### config.mk
export PLATFORM = sky130hd
export DESIGN_NAME = sarc_top
export DESIGN_NICKNAME = d
export VERILOG_FILES = /design/src/rtl/sarc_pkg.sv /design/src/rtl/sarc_top.sv
export SDC_FILE = /design/constraint.sdc
export NUM_CORES = 1
export LEC_CHECK = 0
export BUFFER_PORTS_ARGS = -buffer_cell sky130_fd_sc_hd__buf_4
export CAP_MARGIN = 30
export CORE_UTILIZATION = 60
export CTS_BUF_LIST = sky130_fd_sc_hd__clkbuf_8
export DETAILED_ROUTE_END_ITERATION = 6
export GPL_TIMING_DRIVEN = 0
export PLACE_DENSITY = 0.8
export SETUP_SLACK_MARGIN = 0.05
export SLEW_MARGIN = 10
export SYNTH_ARGS = -nofsm -noshare
export SYNTH_HDL_FRONTEND = slang
export SYNTH_SLANG_ARGS = --single-unit
### constraint.sdc
create_clock -name clk_sys -period 4 [get_ports clk_sys]
set_input_delay 0.8 -clock clk_sys [delete_from_list [all_inputs] [get_ports clk_sys]]
set_output_delay 0.8 -clock clk_sys [all_outputs]
set_load 0.1 [all_outputs]
### src/rtl/sarc_pkg.sv
/*
  Package for the successive-approximation converter control block:
  register offsets, field positions, reset values and timing counts.
  Assumes an 8-bit register port with a 4-bit address.
*/
`default_nettype none
package sarc_pkg;
  // ----------------------------------------------------------------
  // Register offsets
  // ----------------------------------------------------------------
  localparam logic [3:0] OFS_STATUS_CONTROL_ONE     = 4'h0;
  localparam logic [3:0] OFS_STATUS_CONTROL_TWO     = 4'h1;
  localparam logic [3:0] OFS_RESULT_HIGH            = 4'h2;
  localparam logic [3:0] OFS_RESULT_LOW             = 4'h3;
  localparam logic [3:0] OFS_COMPARE_HIGH           = 4'h4;
  localparam logic [3:0] OFS_COMPARE_LOW            = 4'h5;
  localparam logic [3:0] OFS_CONFIG                 = 4'h6;
  localparam logic [3:0] OFS_ANALOG_PIN_DISABLE_MID  = 4'h7;
  localparam logic [3:0] OFS_ANALOG_PIN_DISABLE_HIGH = 4'h8;
  // ----------------------------------------------------------------
  // Field positions
  // ----------------------------------------------------------------
  localparam int POS_CONVERSION_COMPLETE_FLAG     = 7;   // Status one: conversion complete
  localparam int POS_COMPLETION_INTERRUPT_ENABLE     = 6;   // Status one: completion interrupt enable
  localparam int POS_CONT     = 5;   // Status one: continuous conversion
  localparam int POS_CH_LSB   = 0;   // Status one: channel select, 5 bits
  localparam int POS_ACTIVE   = 7;   // Status two: conversion in progress
  localparam int POS_HWT_EN   = 6;   // Status two: hardware trigger enable
  localparam int POS_CMP_EN   = 5;   // Status two: compare enable
  localparam int POS_CMP_GT   = 4;   // Status two: compare greater-or-equal
  localparam int POS_DIV_LSB  = 5;   // Config: divide field, 2 bits
  localparam int POS_MODE_LSB = 2;   // Config: conversion mode, 2 bits
  localparam int POS_SRC_LSB  = 0;   // Config: clock source, 2 bits
  // ----------------------------------------------------------------
  // Field encodings and reset values
  // ----------------------------------------------------------------
  localparam logic [1:0] MODE_8BIT  = 2'h0;
  localparam logic [1:0] MODE_12BIT = 2'h1;
  localparam logic [1:0] MODE_10BIT = 2'h2;
  localparam logic [1:0] SRC_BUS      = 2'h0;
  localparam logic [1:0] SRC_BUS_HALF = 2'h1;
  localparam logic [1:0] SRC_ALT      = 2'h2;
  localparam logic [1:0] SRC_ASYNC    = 2'h3;
  localparam logic [4:0] CH_OFF       = 5'h1F;
  localparam logic [7:0] RST_STATUS_ONE = 8'h1F;
  localparam logic [7:0] RST_ZERO       = 8'h00;
  // ----------------------------------------------------------------
  // Timing counts
  // ----------------------------------------------------------------
  localparam int SAMPLE_TICKS   = 4;  // Converter clock ticks of sampling
  localparam int ASYNC_OSC_DIV  = 5;  // System cycles per internal oscillator tick
endpackage
`default_nettype wire

### src/rtl/sarc_top.sv
/*
  Digital control of a 12-bit successive-approximation converter:
  register port, pin disables, converter clock, trigger, SAR sequencing,
  rounding, compare and completion flag.
  Assumes an analogue comparator outside that answers dac_code_out,
  and pins or oscillators outside the clk_sys domain on the *_in pins.
*/
`timescale 1ns/1ps
`default_nettype none
module sarc_top #(
  parameter int SAMPLE_TICKS  = sarc_pkg::SAMPLE_TICKS,
  parameter int ASYNC_OSC_DIV = sarc_pkg::ASYNC_OSC_DIV
) (
  input  wire logic        clk_sys,
  input  wire logic        rstn,
  input  wire logic [3:0]  reg_addr,
  input  wire logic [7:0]  reg_wdata,
  input  wire logic        reg_wr,
  input  wire logic        reg_rd,
  output var  logic [7:0]  reg_rdata,
  input  wire logic        hardware_trigger_input,
  input  wire logic        alternate_clock,
  input  wire logic        sleep_mode_in,
  input  wire logic        comparator_in,
  input  wire logic [15:0] pin_level_in,
  output var  logic [11:0] dac_code_out,
  output var  logic [4:0]  channel_out,
  output var  logic        converter_active_out,
  output var  logic        converter_clock_tick_out,
  output var  logic        async_osc_on_out,
  output var  logic [15:0] pin_hiz_out,
  output var  logic [15:0] pin_pullup_off_out,
  output var  logic [15:0] pin_input_off_out,
  output var  logic [15:0] port_read_out,
  output var  logic        irq_out
);
  initial begin
    if (SAMPLE_TICKS < 1 || SAMPLE_TICKS > 32 || ASYNC_OSC_DIV < 1 || ASYNC_OSC_DIV > 255) begin
      $error("sarc_top: parameter out of range");
    end
  end

  typedef enum logic [3:0] {
    ST_IDLE    = 4'b0001,
    ST_SAMPLE  = 4'b0010,
    ST_CONVERT = 4'b0100,
    ST_DONE    = 4'b1000
  } sarc_state_type;

  // ----------------------------------------------------------------
  // Register file
  // ----------------------------------------------------------------
  logic [7:0]  ctl1_reg, ctl2_reg, cfg_reg, cvh_reg, cvl_reg;
  logic [7:0]  res_high_reg, res_low_reg;
  logic [7:0]  analog_pin_disable_mid, analog_pin_disable_high;
  logic        conversion_complete_flag_reg;
  logic [11:0] sar_reg;
  logic [3:0]  bit_idx_reg;
  logic [4:0]  samp_cnt_reg;
  sarc_state_type state_reg, state_next;

  // Address decode as named strobes
  wire wr_ctl1  = reg_wr && reg_addr == sarc_pkg::OFS_STATUS_CONTROL_ONE;
  wire wr_ctl2  = reg_wr && reg_addr == sarc_pkg::OFS_STATUS_CONTROL_TWO;
  wire wr_cfg   = reg_wr && reg_addr == sarc_pkg::OFS_CONFIG;
  wire wr_cvh   = reg_wr && reg_addr == sarc_pkg::OFS_COMPARE_HIGH;
  wire wr_cvl   = reg_wr && reg_addr == sarc_pkg::OFS_COMPARE_LOW;
  wire wr_mid   = reg_wr && reg_addr == sarc_pkg::OFS_ANALOG_PIN_DISABLE_MID;
  wire wr_high  = reg_wr && reg_addr == sarc_pkg::OFS_ANALOG_PIN_DISABLE_HIGH;
  wire rd_low   = reg_rd && reg_addr == sarc_pkg::OFS_RESULT_LOW;
  // A mode change invalidates any conversion under way
  wire mode_wr  = wr_ctl2 || wr_cfg || wr_cvh || wr_cvl;

  wire [4:0] chan_sel  = ctl1_reg[sarc_pkg::POS_CH_LSB +: 5];
  wire       cont_en   = ctl1_reg[sarc_pkg::POS_CONT];
  wire       completion_interrupt_enable      = ctl1_reg[sarc_pkg::POS_COMPLETION_INTERRUPT_ENABLE];
  wire       hwt_en    = ctl2_reg[sarc_pkg::POS_HWT_EN];
  wire       cmp_en    = ctl2_reg[sarc_pkg::POS_CMP_EN];
  wire       cmp_gt    = ctl2_reg[sarc_pkg::POS_CMP_GT];
  wire [1:0] div_sel   = cfg_reg[sarc_pkg::POS_DIV_LSB +: 2];
  wire [1:0] mode_sel  = cfg_reg[sarc_pkg::POS_MODE_LSB +: 2];
  wire [1:0] src_sel   = cfg_reg[sarc_pkg::POS_SRC_LSB +: 2];
  wire       wr_ch_off = reg_wdata[sarc_pkg::POS_CH_LSB +: 5] == sarc_pkg::CH_OFF;

  // Control registers; the flag of status one and the active and reserved bits of status two never store
  always_ff @(posedge clk_sys) begin
    if (!rstn) begin
      ctl1_reg                <= sarc_pkg::RST_STATUS_ONE;
      ctl2_reg                <= sarc_pkg::RST_ZERO;
      cfg_reg                 <= sarc_pkg::RST_ZERO;
      cvh_reg                 <= sarc_pkg::RST_ZERO;
      cvl_reg                 <= sarc_pkg::RST_ZERO;
      analog_pin_disable_mid  <= sarc_pkg::RST_ZERO;
      analog_pin_disable_high <= sarc_pkg::RST_ZERO;
    end else begin
      if (wr_ctl1) ctl1_reg <= {1'b0, reg_wdata[6:0]};
      if (wr_ctl2) ctl2_reg <= {1'b0, reg_wdata[6:4], 4'h0};
      if (wr_cfg)  cfg_reg <= reg_wdata;
      if (wr_cvh)  cvh_reg <= reg_wdata;
      if (wr_cvl)  cvl_reg <= reg_wdata;
      if (wr_mid)  analog_pin_disable_mid <= reg_wdata;
      if (wr_high) analog_pin_disable_high <= reg_wdata;
    end
  end

  // Read mux; unmapped offsets read zero
  logic [7:0] rd_mux;
  always_comb begin
    case (reg_addr)
      sarc_pkg::OFS_STATUS_CONTROL_ONE:      rd_mux = {conversion_complete_flag_reg, ctl1_reg[6:0]};
      sarc_pkg::OFS_STATUS_CONTROL_TWO:      rd_mux = {~state_reg[0], ctl2_reg[6:0]};
      sarc_pkg::OFS_RESULT_HIGH:             rd_mux = res_high_reg;
      sarc_pkg::OFS_RESULT_LOW:              rd_mux = res_low_reg;
      sarc_pkg::OFS_COMPARE_HIGH:            rd_mux = cvh_reg;
      sarc_pkg::OFS_COMPARE_LOW:             rd_mux = cvl_reg;
      sarc_pkg::OFS_CONFIG:                  rd_mux = cfg_reg;
      sarc_pkg::OFS_ANALOG_PIN_DISABLE_MID:  rd_mux = analog_pin_disable_mid;
      sarc_pkg::OFS_ANALOG_PIN_DISABLE_HIGH: rd_mux = analog_pin_disable_high;
      default:                               rd_mux = 8'h00;
    endcase
  end

  always_ff @(posedge clk_sys) begin
    if (!rstn) reg_rdata <= 8'h00;
    else reg_rdata <= reg_rd ? rd_mux : 8'h00;
  end

  // ----------------------------------------------------------------
  // Pin disables and synchronisers
  // ----------------------------------------------------------------
  logic [15:0] pin_s1, pin_s2, pin_dis_q;
  logic        trg_s1, trg_s2, trg_s3, alt_s1, alt_s2, alt_s3;
  wire  [15:0] dis_vec = {analog_pin_disable_high, analog_pin_disable_mid};

  // Pins and trigger come from outside the clock domain: two flops first
  always_ff @(posedge clk_sys) begin
    if (!rstn) begin
      {pin_s1, pin_s2, pin_dis_q, port_read_out} <= 64'h0000_0000_0000_0000;
      {trg_s1, trg_s2, trg_s3, alt_s1, alt_s2, alt_s3} <= 6'h00;
    end else begin
      pin_s1        <= pin_level_in;
      pin_s2        <= pin_s1;
      pin_dis_q     <= dis_vec;
      port_read_out <= pin_s2 & ~dis_vec;
      trg_s1        <= hardware_trigger_input;
      trg_s2        <= trg_s1;
      trg_s3        <= trg_s2;
      alt_s1        <= alternate_clock;
      alt_s2        <= alt_s1;
      alt_s3        <= alt_s2;
    end
  end

  assign pin_hiz_out        = pin_dis_q;
  assign pin_pullup_off_out = pin_dis_q;
  assign pin_input_off_out  = pin_dis_q;

  wire trig_rise = trg_s2 && !trg_s3;
  wire alt_rise  = alt_s2 && !alt_s3;

  // ----------------------------------------------------------------
  // Converter clock: source select and divider
  // ----------------------------------------------------------------
  logic       half_reg;
  logic [7:0] osc_cnt_reg;
  logic [2:0] div_cnt_reg;
  logic       osc_tick, src_raw;

  // The internal oscillator ignores sleep so conversions go on in wait
  assign osc_tick = src_sel == sarc_pkg::SRC_ASYNC && osc_cnt_reg == 8'(ASYNC_OSC_DIV - 1);

  always_comb begin
    case (src_sel)
      sarc_pkg::SRC_BUS:      src_raw = !sleep_mode_in;
      sarc_pkg::SRC_BUS_HALF: src_raw = !sleep_mode_in && half_reg;
      sarc_pkg::SRC_ALT:      src_raw = !sleep_mode_in && alt_rise;
      default:                src_raw = osc_tick;
    endcase
  end

  // Divider limit as 2**div - 1
  wire [2:0] div_lim   = 3'((4'h1 << div_sel) - 4'h1);
  wire       converter_clock_tick = src_raw && div_cnt_reg == div_lim;

  // A config write restarts the divider so the new ratio applies cleanly
  always_ff @(posedge clk_sys) begin
    if (!rstn || wr_cfg) begin
      half_reg    <= 1'b0;
      osc_cnt_reg <= 8'h00;
      div_cnt_reg <= 3'h0;
    end else begin
      half_reg    <= !half_reg;
      osc_cnt_reg <= (src_sel != sarc_pkg::SRC_ASYNC || osc_tick) ? 8'h00 : osc_cnt_reg + 8'h01;
      if (src_raw) div_cnt_reg <= converter_clock_tick ? 3'h0 : div_cnt_reg + 3'h1;
    end
  end

  // ----------------------------------------------------------------
  // Conversion sequencer
  // ----------------------------------------------------------------
  wire       idle      = state_reg == ST_IDLE;
  wire       mode8     = mode_sel == sarc_pkg::MODE_8BIT;
  wire [3:0] last_bit  = mode8 ? 4'h3 : 4'h0;
  wire       sw_start  = wr_ctl1 && !wr_ch_off && !hwt_en;
  wire       hw_start  = hwt_en && trig_rise && idle && chan_sel != sarc_pkg::CH_OFF;

  always_comb begin
    state_next = state_reg;
    case (state_reg)
      ST_IDLE:    if (hw_start) state_next = ST_SAMPLE;
      ST_SAMPLE:  if (converter_clock_tick && samp_cnt_reg == 5'(SAMPLE_TICKS - 1)) state_next = ST_CONVERT;
      ST_CONVERT: if (converter_clock_tick && bit_idx_reg == last_bit) state_next = ST_DONE;
      ST_DONE:    state_next = cont_en ? ST_SAMPLE : ST_IDLE;
      default:    state_next = ST_IDLE;
    endcase
    // Register writes override: abort, restart or shut down
    if (mode_wr) state_next = ST_IDLE;
    if (wr_ctl1) state_next = sw_start ? ST_SAMPLE : ST_IDLE;
  end

  // Raw result and rounding, saturating at full scale
  wire [8:0]  raw9   = sar_reg[11:3];
  wire [12:0] sum10  = {1'b0, sar_reg} + 13'h0002;
  wire [9:0]  sum8   = {1'b0, raw9} + 10'h001;
  wire [9:0]  rnd10  = sum10[12] ? 10'h3FF : sum10[11:2];
  wire [7:0]  rnd8   = sum8[9] ? 8'hFF : sum8[8:1];
  logic [15:0] res16;
  always_comb begin
    case (mode_sel)
      sarc_pkg::MODE_8BIT:  res16 = {8'h00, rnd8};
      sarc_pkg::MODE_10BIT: res16 = {6'h00, rnd10};
      default:              res16 = {4'h0, sar_reg};  // Reserved code acts as 12-bit
    endcase
  end

  // Compare stores result minus compare value and only completes on a hit
  wire [15:0] cmp16  = {cvh_reg, cvl_reg};
  wire [15:0] diff16 = res16 - cmp16;
  wire        cmp_ok = !cmp_en || (cmp_gt ? res16 >= cmp16 : res16 < cmp16);
  wire [15:0] store  = cmp_en ? diff16 : res16;
  wire        done   = state_reg == ST_DONE && cmp_ok;

  // SAR step: keep the trial bit if the comparator says input is above
  logic [11:0] sar_step;
  always_comb begin
    sar_step = sar_reg;
    if (!comparator_in) sar_step[bit_idx_reg] = 1'b0;
    if (bit_idx_reg != last_bit) sar_step[bit_idx_reg - 4'h1] = 1'b1;
  end

  // Next trial code for the DAC output, set under the same conditions as the SAR register, so the
  // comparator always judges the code that sar_reg holds at a tick
  logic [11:0] sar_next;
  always_comb begin
    sar_next = sar_reg;
    if (state_next == ST_SAMPLE && state_reg != ST_SAMPLE) sar_next = 12'h800;
    else if (state_reg == ST_CONVERT && converter_clock_tick) sar_next = sar_step;
  end

  always_ff @(posedge clk_sys) begin
    if (!rstn) begin
      state_reg    <= ST_IDLE;
      sar_reg      <= 12'h000;
      bit_idx_reg  <= 4'h0;
      samp_cnt_reg <= 5'h00;
    end else begin
      state_reg <= state_next;
      if (state_next == ST_SAMPLE && state_reg != ST_SAMPLE) begin
        sar_reg      <= 12'h800;
        bit_idx_reg  <= 4'hB;
        samp_cnt_reg <= 5'h00;
      end else if (state_reg == ST_SAMPLE && converter_clock_tick) begin
        samp_cnt_reg <= samp_cnt_reg + 5'h01;
      end else if (state_reg == ST_CONVERT && converter_clock_tick) begin
        sar_reg     <= sar_step;
        bit_idx_reg <= bit_idx_reg - 4'h1;
      end
    end
  end

  // Result registers, completion flag; a new completion beats a clear
  always_ff @(posedge clk_sys) begin
    if (!rstn) begin
      res_high_reg <= 8'h00;
      res_low_reg  <= 8'h00;
      conversion_complete_flag_reg     <= 1'b0;
      irq_out      <= 1'b0;
    end else begin
      if (done) begin
        res_high_reg <= store[15:8];
        res_low_reg  <= store[7:0];
      end
      if (done) conversion_complete_flag_reg <= 1'b1;
      else if (wr_ctl1 || rd_low) conversion_complete_flag_reg <= 1'b0;
      irq_out <= conversion_complete_flag_reg && completion_interrupt_enable;
    end
  end

  // Analogue-facing outputs
  always_ff @(posedge clk_sys) begin
    if (!rstn) begin
      dac_code_out             <= 12'h000;
      channel_out              <= sarc_pkg::CH_OFF;
      converter_active_out     <= 1'b0;
      converter_clock_tick_out <= 1'b0;
      async_osc_on_out         <= 1'b0;
    end else begin
      dac_code_out             <= sar_next;
      channel_out              <= chan_sel;
      converter_active_out     <= !idle && chan_sel != sarc_pkg::CH_OFF;
      converter_clock_tick_out <= converter_clock_tick;
      async_osc_on_out         <= src_sel == sarc_pkg::SRC_ASYNC;
    end
  end

  // ----------------------------------------------------------------
  // Checks
  // ----------------------------------------------------------------
  logic [4:0] gap_cnt_reg;
  logic       gap_ok_reg;
  // Cycles since the last converter tick, void after config or sleep change
  always_ff @(posedge clk_sys) begin
    if (!rstn) begin
      gap_cnt_reg <= 5'h00;
      gap_ok_reg  <= 1'b0;
    end else begin
      gap_cnt_reg <= converter_clock_tick ? 5'h01 : (gap_cnt_reg == 5'h1F ? gap_cnt_reg : gap_cnt_reg + 5'h01);
      gap_ok_reg  <= (converter_clock_tick || gap_ok_reg) && !wr_cfg && !sleep_mode_in;
    end
  end
endmodule
`default_nettype wire

==> run metrics, run 1 <==
status completed; clk_lat worst skew 570 ps; final hold violations 0; vias in the first global route 7766; min Tclk post-route 3740 ps; Seq/Total Area, Yosys 0.433; die span in y 127 µm; CTS tree built; Final setup violation count 0; GRT Overall Usage 0.334; CTS root buf clkbuf_8; Post-Syn Nets 1147; # IOs 129; CTS H-Tree Depth 1; worst-margin pin slew between 800 and 900 ps; Synth Warn # 0; Crit-path slowest cell dfxtp_1; number of placement rows 45; dpl hpwl 20.0 mm; fin nets 1310; vias per std cell between 5 and 6; Req. time, crit path 4470 ps; Reg2Reg Setup Slack 260 ps; slew margin rel. 0.418; FFs w/ async S/R, synth 0; post-synthesis cell type count 74; Hold Startpoint pin_s2[2]$_SDFF_PN0_; maxcap violations 0; commonest non-fill, non-tap cell in the layout dfxtp_1; share of layout cells above drive strength 1 0.197; WL/cell 18.1 µm; crit path cell chain nand4_1 -> nor4_2 -> nor2_1 -> a222oi_1 -> ha_1 -> nand3_1 -> a21oi_2 -> o21ba_2 -> o31a_1 -> and2_1 -> buf_2 -> a211oi_1; startpoint types flop; reg2reg path depth 12; starting density of the core 0.616; most frequent cells in the layout dfxtp_1 (203), buf_4 (162), nand2_1 (116); area grow syn2layout 21.4%; Detailed Route WL 26.9 mm; Vias between 8000 and 9000; critical path type reg2reg; Longest Clk Path Bufs 3; Yosys reg bits 203; core area 15300 µm²; gr ovfl total 0; Syn Std Cell Area 9400 µm²; post-cts hold buffer count 0; Clock Skews 15.8 ps; worst-path maximum fanout 10; Detail Route Antenna Nets 0; R2R Path Start sar_reg[8]$_SDFFE_PP0N_; CTS Sinks 203; Die X-Extent 127 µm; CP peak stage delay 480 ps; antenna violations before repair 1; GPL Wtd Cong 0.982; Top FF cell, synth dfxtp_1; Cells after Synth about 1100; Worst-path clk slew around 60 ps; Hold WS ~410 ps; Worst setup EP type flop; Slew Viols, Final 0; Avg Cell Area, Syn 8.66 µm²; Hold Path End port_read_out[2]$_SDFF_PN0_; WHS Path Cells 2; global-route wire length before repair ~42 mm; drt first-iter violations a little over 800; Max Clk Rate 267 MHz; Power Total 4310 µW; CTS Buf Count 31; Post-synth EDFFs 0; Peak VDD IR 0.252 mV; die area 16200 µm²; DR DRC count 0; FILL cells 1172; largest net degree at the start of global routing 17; PD cells 378 nW/µm²; drt pass-1 iters 6; # diodes 0; RR Endpoint res_low_reg[6]$_SDFFE_PN0P_; RSZ-0062 raised after global routing no; Finished Cell Area 11400 µm²; worst path arrival time 4220 ps; IO Port Bufs ~130; Placed Instance Area 10600 µm²; LEAKAGE 0.00460 µW; period utilization 0.936; Hold Crit Class reg2reg
==> kinds of logic after synthesis <==
logic type / count (synthesis) / share of synthesized area
AO/OA/AOI/OAI: 229 / 0.156
XOR/XNOR: 35 / 0.0326
adder cells (fa/ha/maj): 26 / 0.0354
buffers and inverters: 119 / 0.0607
flip-flops: 203 / 0.433
multiplexers: 49 / 0.0539
AND/OR/NAND/NOR: 424 / 0.228
==> Yosys cell counts (all sizes together) (3+ instances only) <==
master	n	area (µm²)
clkbuf	47	179
a21oi	90	450
xor2	14	123
nor4b	4	35.0
and2	63	394
nand3b	8	60.1
nand4	20	125
a311o	3	30.0
o21a	4	30.0
nand2b	22	138
nand3	34	170
and3	10	62.6
nor4	5	46.3
or3	7	43.8
a32oi	4	35.0
a2111oi	4	35.0
buf	38	264
a31o	3	26.3
nand2	116	435
nor2b	12	75.1
o211ai	3	22.5
inv	33	124
a211oi	12	90.1
mux2	3	33.8
dfxtp	203	4060
o31a	5	43.8
a211o	4	35.0
a22oi	3	22.5
a31oi	7	43.8
nor3	16	96.4
o21ai	48	244
xnor2	21	184
a221oi	8	70.1
ha	25	313
o22ai	7	43.8
or4	4	30.0
nor2	94	353
mux2i	45	450
==> worst max-delay path, delay by kind of cell, from the launching register on <==
kind	cells	cell delay [ps]
compound gates	5	1370
simple gates	5	1200
flops	1	480
fa+ha+maj	1	400
buf+inv	1	200
==> through the flow <==
stage	setup TNS [ps]	util	setup WS, ps	std cells
final	0	0.747	257	1482
after global placement	-8330	0.695	-619	1422
after detailed placement	-6980	0.695	-562	1423
after floorplan	0	-	363	1085
after CTS	0	0.742	58.4	1479
after global routing	0	0.747	83.3	1482
==> report_power, final <==
group | switching, µW | internal, µW | leakage, µW
Sequential | 21.8 | 2060 | 0.00165
Clock | 798 | 1020 | 0.000379
Combinational | 285 | 133 | 0.00257
Total | 1100 | 3210 | 0.00460
==> cell type report <==
class	count	area [µm²]	area share
Multi-Input combinational cell	763	4840	0.424
Inverter	34	128	0.0112
Sequential cell	203	4060	0.356
Clock buffer	43	592	0.0519
Timing Repair Buffer	131	981	0.0860
Tap cell	211	264	0.0232
Buffer	84	444	0.0390
Clock inverter	13	90.1	0.00790
==> routing by layer <==
metal  part of all wire  global-route usage  wire length [µm]  vias up
met1               0.44               0.456             11700     3975
li1                   -                   -                 -     4098
met3              0.082              0.0498              2200       71
met2               0.45               0.543             12000      400
met5                  0                   0                 0        -
met4              0.038               0.113              1010        0
==> worst max-delay path by stage <==
stage | cells after the start | start | slack [ps] | end
final | 12 | sar_reg[8]$_SDFFE_PP0N_ | 260 | res_low_reg[6]$_SDFFE_PN0P_
after global routing | 16 | sar_reg[10]$_SDFFE_PP0N_ | 80 | res_low_reg[6]$_SDFFE_PN0P_
after CTS | 14 | sar_reg[10]$_SDFFE_PP0N_ | 60 | res_low_reg[6]$_SDFFE_PN0P_
after detailed placement | 14 | sar_reg[6]$_SDFFE_PP0N_ | -560 | res_low_reg[1]$_SDFFE_PN0P_
after global placement | 14 | sar_reg[6]$_SDFFE_PP0N_ | -620 | res_low_reg[1]$_SDFFE_PN0P_
after floorplan | 14 | sar_reg[6]$_SDFFE_PP0N_ | 360 | res_low_reg[1]$_SDFFE_PN0P_
==> what timing repair did <==
item                                    CTS  global route
setup buffers                             0             4
endpoints found under the setup margin   17            17
pin swaps                                 0             3
resized for setup                         5            17
(Power assumes the default switching activity.)
==> inputs of run 2 (changes only) <==
--- a/config.mk
+++ b/config.mk
@@ -7,11 +7,13 @@
 export LEC_CHECK = 0
 export BUFFER_PORTS_ARGS = -buffer_cell sky130_fd_sc_hd__buf_4
 export CAP_MARGIN = 30
+export CORE_ASPECT_RATIO = 1.1
 export CORE_UTILIZATION = 60
 export CTS_BUF_LIST = sky130_fd_sc_hd__clkbuf_8
 export DETAILED_ROUTE_END_ITERATION = 6
 export GPL_TIMING_DRIVEN = 0
 export PLACE_DENSITY = 0.8
+export RECOVER_POWER = 25
 export SETUP_SLACK_MARGIN = 0.05
 export SLEW_MARGIN = 10
 export SYNTH_ARGS = -nofsm -noshare
==> constraint.sdc (replaced) <==
create_clock -name clk_sys -period 4 [get_ports clk_sys]
set_input_delay 0.6 -clock clk_sys [delete_from_list [all_inputs] [get_ports clk_sys]]
set_output_delay 0.6 -clock clk_sys [all_outputs]
set_load 0.1 [all_outputs]
==> run metrics, run 2 (same netlist as run 1, synthesis figures left out) <==
Final setup violation count 0 (unchanged); WL/cell 18.9 µm (+4.4%); placed cell count 1409 (-0.98%); RR Endpoint res_low_reg[7]$_SDFFE_PN0P_; min Tclk post-route 3780 ps (+35.8 ps); vias in the first global route 8178 (+5.3%); drt first-iter violations 617 (-24%); status completed; final hold violations 0 (unchanged); Hold Path End pin_s1[15]$_SDFF_PN0_; PD cells 377 nW/µm² (-0.33%); Longest Clk Path Bufs 3 (unchanged); maxcap violations 0 (unchanged); Hold Crit Class in2reg; global-route wire length before repair 42.8 mm (+1.2%); Peak VDD IR 0.267 mV (+6.1%); CTS Sinks 203 (unchanged); worst-margin pin slew 926 ps (+63.0 ps); number of placement rows 47 (+4.4%); Placed Instance Area 10600 µm² (-0.14%); WHS Path Cells 2 (unchanged); commonest non-fill, non-tap cell in the layout dfxtp_1; GPL Wtd Cong 0.994 (+1.2%); starting density of the core 0.619 (+0.00350); Reg2Reg Setup Slack 220 ps (-40 ps); CTS Buf Count 34 (+9.7%); gr ovfl total 0 (unchanged); die area 16200 µm² (unchanged); Req. time, crit path 4440 ps (-30 ps); vias per std cell 5.89 (+2.2%); IO Port Bufs 126 (unchanged); critical path type reg2reg; area grow syn2layout 20.9%; die span in y 133 µm (+4.8%); most frequent cells in the layout dfxtp_1 (201), buf_4 (164), nand2_1 (116); CTS tree built; DR DRC count 0 (unchanged); Die X-Extent 121 µm (-4.6%); GRT Overall Usage 0.343 (+0.00910); fin nets 1317 (+0.53%); Post-Layout Cell Count 1469 (-0.88%); Detail Route Antenna Nets 0 (unchanged); share of layout cells above drive strength 1 0.199 (+0.00205); slew margin rel. 0.378 (-0.0406); Slew Viols, Final 0 (unchanged); Worst-path clk slew 60 ps (about the same); CTS H-Tree Depth 2 (+1); core area 15200 µm² (-0.57%); Hold Startpoint pin_level_in[15]; Clock Skews 20.3 ps (+4.51 ps); RSZ-0062 raised after global routing no; reg2reg path depth 13 (+1); drt pass-1 iters 5 (-1); startpoint types flop; Detailed Route WL 27.8 mm (+3.4%); antenna violations before repair 0 (-1); Finished Cell Area 11400 µm² (-0.34%); LEAKAGE 0.00456 µW (-0.78%); # diodes 0 (unchanged); Max Clk Rate 265 MHz (-0.95%); clk_lat worst skew 530 ps (-40 ps); largest net degree at the start of global routing 11 (-6); CTS root buf clkbuf_8; worst-path maximum fanout 10 (unchanged); post-cts hold buffer count 0 (unchanged); # IOs 129 (unchanged); dpl hpwl 20.4 mm (+2.2%); period utilization 0.945 (+0.00896); Vias 8653 (+1.3%); FILL cells 1152 (-1.7%); R2R Path Start sar_reg[8]$_SDFFE_PP0N_; worst path arrival time 4210 ps (about the same); Worst setup EP type flop
-- run 2: cell types whose count changed in the layout (fill, tap and decap cells not counted), moves of 2 or more --
cell,previous run,this run
buf_1,5,3
dfxtp_1,203,201
inv_1,39,36
inv_6,0,2
and2_1,63,39
and2_0,0,24
buf_4,162,164
dfxtp_2,0,2
clkinv_2,3,5
clkbuf_1,40,43
-- run 2: how the worst max path moves through the flow --
stage | start | end | depth (start not counted)
CTS | sar_reg[4]$_SDFFE_PP0N_ | res_low_reg[7]$_SDFFE_PN0P_ | 13
global placement | sar_reg[4]$_SDFFE_PP0N_ | res_low_reg[1]$_SDFFE_PN0P_ | 13
floorplan | sar_reg[6]$_SDFFE_PP0N_ | res_low_reg[1]$_SDFFE_PN0P_ | 14
finish | sar_reg[8]$_SDFFE_PP0N_ | res_low_reg[7]$_SDFFE_PN0P_ | 13
detailed placement | sar_reg[4]$_SDFFE_PP0N_ | res_low_reg[7]$_SDFFE_PN0P_ | 13
global route | sar_reg[10]$_SDFFE_PP0N_ | res_high_reg[2]$_SDFFE_PN0P_ | 14
-- run 2: per-stage QoR --
| stage | util | setup TNS [ps] | hold slack (ps) | total power [µW] | setup slack, ps |
|---|---|---|---|---|---|
| after global routing | 0.749 | 0 | 273 | 4420 | 31.8 |
| after global placement | 0.698 | -7540 | 397 | 2520 | -580 |
| after floorplan | - | 0 | 394 | 2390 | 363 |
| after detailed placement | 0.698 | -6800 | 403 | 2520 | -542 |
| final | 0.749 | 0 | 278 | 4280 | 221 |
| after CTS | 0.744 | 0 | 263 | 4290 | 50.0 |
-- run 2: timing repair --
item                                    4_1_cts  5_1_grt
pin swaps                                     2        5
setup buffers                                 2        5
resized for setup                             4       18
endpoints found under the setup margin       17       17
-- run 2: metal layers --
layer | part of all wire | GRT usage
met2 | 0.48 | 0.585
met1 | 0.40 | 0.415
met3 | 0.074 | 0.0595
met4 | 0.047 | 0.166
met5 | 0 | 0
-- run 2: area by class of cell --
type	instances	area [µm²]	area share
buffer	84	448	0.0394
clock buffer	43	592	0.0521
clock inverter	11	70.1	0.00617
inverter	34	131	0.0116
multi-input combinational	763	4810	0.423
sequential	203	4070	0.358
tap	196	245	0.0216
timing repair buffer	135	1000	0.0883
-- run 2: critical path, stage by stage, from the launching register on --
cell and delay (ps):
dfxtp_1 500, nand4_1 300, nor4_1 450, nor2_1 140, a222oi_1 330, buf_4 200, ha_1 270, nand4_1 140
a21oi_1 100, o21ba_2 260, o31a_1 340, and2_1 210, buf_2 200, a211oi_1 230
-- run 2: power breakdown --
group          switching (µW)  internal (µW)  leakage, µW  total [µW]
Sequential               22.2           2060      0.00165        2080
Clock                     824            972     0.000361        1800
Combinational             279            129      0.00255         409
Total                    1130           3160      0.00456        4280
==> inputs of run 3 (changes only) <==
--- a/config.mk
+++ b/config.mk
@@ -8,11 +8,11 @@
 export BUFFER_PORTS_ARGS = -buffer_cell sky130_fd_sc_hd__buf_4
 export CAP_MARGIN = 30
 export CORE_ASPECT_RATIO = 1.1
-export CORE_UTILIZATION = 60
-export CTS_BUF_LIST = sky130_fd_sc_hd__clkbuf_8
+export CORE_UTILIZATION = 58
+export CTS_BUF_LIST = sky130_fd_sc_hd__clkbuf_8 sky130_fd_sc_hd__clkbuf_16
 export DETAILED_ROUTE_END_ITERATION = 6
 export GPL_TIMING_DRIVEN = 0
-export PLACE_DENSITY = 0.8
+export PLACE_DENSITY = 0.77
 export RECOVER_POWER = 25
 export SETUP_SLACK_MARGIN = 0.05
 export SLEW_MARGIN = 10
==> run metrics, run 3 (same netlist as run 1, synthesis figures left out) <==
starting density of the core 0.597 (-0.0222); LEAKAGE 0.00451 µW (-1.1%); CTS Sinks 203 (unchanged); worst-margin pin slew 1170 ps (+242 ps); largest net degree at the start of global routing 15 (+4); worst setup path startpoint sar_reg[10]$_SDFFE_PP0N_; period utilization 0.929 (-0.0159); # diodes 0 (unchanged); TNS Setup 0 ps (unchanged); # IOs 129 (unchanged); area grow syn2layout 20.9% (about the same); Post-Layout Cell Count 1453 (-1.1%); PD cells 387 nW/µm² (+2.6%); drt first-iter violations 732 (+19%); IO Port Bufs 126 (unchanged); CTS tree built; gr ovfl total 0 (unchanged); clk_lat worst skew 490 ps (-40 ps); CP peak stage delay 430 ps (-70 ps); R2R Path Start sar_reg[10]$_SDFFE_PP0N_; CTS root buf clkbuf_16; Detailed Route WL 27.7 mm (-0.53%); CTS H-Tree Depth 1 (-1); DR DRC count 0 (unchanged); WL/cell 19.0 µm (+0.57%); Final Core Density 0.722 (-0.0270); Clock Skews 13.8 ps (-6.56 ps); Worst-path clk slew 60 ps (about the same); Die X-Extent 123 µm (+1.7%); CTS Buf Count 21 (-38%); share of layout cells above drive strength 1 0.184 (-0.0144); Crit-path slowest cell a222oi_1; placed cell count 1412 (+0.21%); most frequent cells in the layout dfxtp_1 (201), buf_4 (157), nand2_1 (116); crit path buf inv count 3 (+1); vias in the first global route 7945 (-2.8%); Detail Route Antenna Nets 0 (unchanged); GPL Wtd Cong 0.975 (-1.9%); Max Clk Rate 269 MHz (+1.7%); slew margin rel. 0.224 (-0.153); vias per std cell 5.91 (+0.31%); critical path type reg2reg; worst-path maximum fanout 10 (unchanged); die span in y 135 µm (+1.7%); Vias 8585 (-0.79%); status completed; fin nets 1302 (-1.1%); maxcap violations 0 (unchanged); Hold Crit Class in2reg; drt pass-1 iters 6 (+1); FILL cells 1258 (+9.2%); dpl hpwl 20.5 mm (+0.51%); crit path cell chain clkbuf_2 -> nand4_1 -> buf_4 -> nor4_1 -> nor2_1 -> a222oi_1 -> ha_1 -> nand3_1 -> a21oi_2 -> o21ba_2 -> o31a_1 -> and2_1 -> buf_2 -> a211oi_1; top cell family by delay on the critical path compound AO/OA/AOI/OAI gates; commonest non-fill, non-tap cell in the layout dfxtp_1; Hold WS 314 ps (+36.0 ps); die area 16700 µm² (+3.4%); RSZ-0062 raised after global routing no; Longest Clk Path Bufs 3 (unchanged); final hold violations 0 (unchanged); Peak VDD IR 0.332 mV (+24%); Slew Viols, Final 0 (unchanged); Final setup violation count 0 (unchanged); post-cts hold buffer count 0 (unchanged); Req. time, crit path 4390 ps (-50 ps); min Tclk post-route 3710 ps (-63.7 ps); global-route wire length before repair 42.4 mm (-0.89%); antenna violations before repair 0 (unchanged); worst path arrival time 4110 ps (-100 ps); number of placement rows 48 (+2.1%); Power Total 4390 µW (+2.6%); core area 15700 µm² (+3.7%); GRT Overall Usage 0.331 (-0.0120); startpoint types flop; Hold Startpoint hardware_trigger_input; Worst setup EP type flop
==> run 3: cell count changes in the layout (fill, tap and decap cells not counted), moves of 7 or more <==
cell       delta
clkbuf_16    +21
clkbuf_1      +7
buf_4         -7
clkbuf_8     -35
==> run 3: final timing paths <==
kind / end / slack (ps) / cells after the start
max: res_low_reg[0]$_SDFFE_PN0P_ / 290 / 14
min: trg_s1$_SDFF_PN0_ / 310 / 2
max reg2reg: res_low_reg[0]$_SDFFE_PN0P_ / 290 / 14
min reg2reg: port_read_out[3]$_SDFF_PN0_ / 410 / 2
==> run 3: stage by stage <==
| stage | cell area (µm²) | setup WS [ps] |
|---|---|---|
| finish | 11400 | 285 |
| global placement | 10600 | -470 |
| detailed placement | 10600 | -487 |
| CTS | 11300 | 72.8 |
| floorplan | 9400 | 363 |
| global route | 11400 | 82.4 |
==> run 3: layout make-up <==
cell class | instances | area, µm² | area share
clock inverter | 7 | 48.8 | 0.00430
clock buffer | 29 | 636 | 0.0560
multi-input combinational | 763 | 4820 | 0.424
tap | 200 | 250 | 0.0220
inverter | 34 | 129 | 0.0113
timing repair buffer | 133 | 970 | 0.0854
sequential | 203 | 4070 | 0.358
buffer | 84 | 444 | 0.0391
==> run 3: where the power goes <==
group	internal, µW	total (µW)	switching, µW	leakage [µW]
combinational	129	411	282	0.00252
clock	1110	1910	793	0.000340
sequential	2060	2080	21.9	0.00165
total	3300	4390	1100	0.00451
==> run 3: timing repair <==
item,4_1_cts,5_1_grt
resized for setup,6,14
buffers inserted,3,3
endpoints found under the setup margin,17,17
pin swaps,2,4
==> run 3: routing by layer <==
layer	wire, µm	track usage
met3	2280	0.0492
met4	1100	0.142
met1	11000	0.417
met5	0	0
met2	13300	0.560
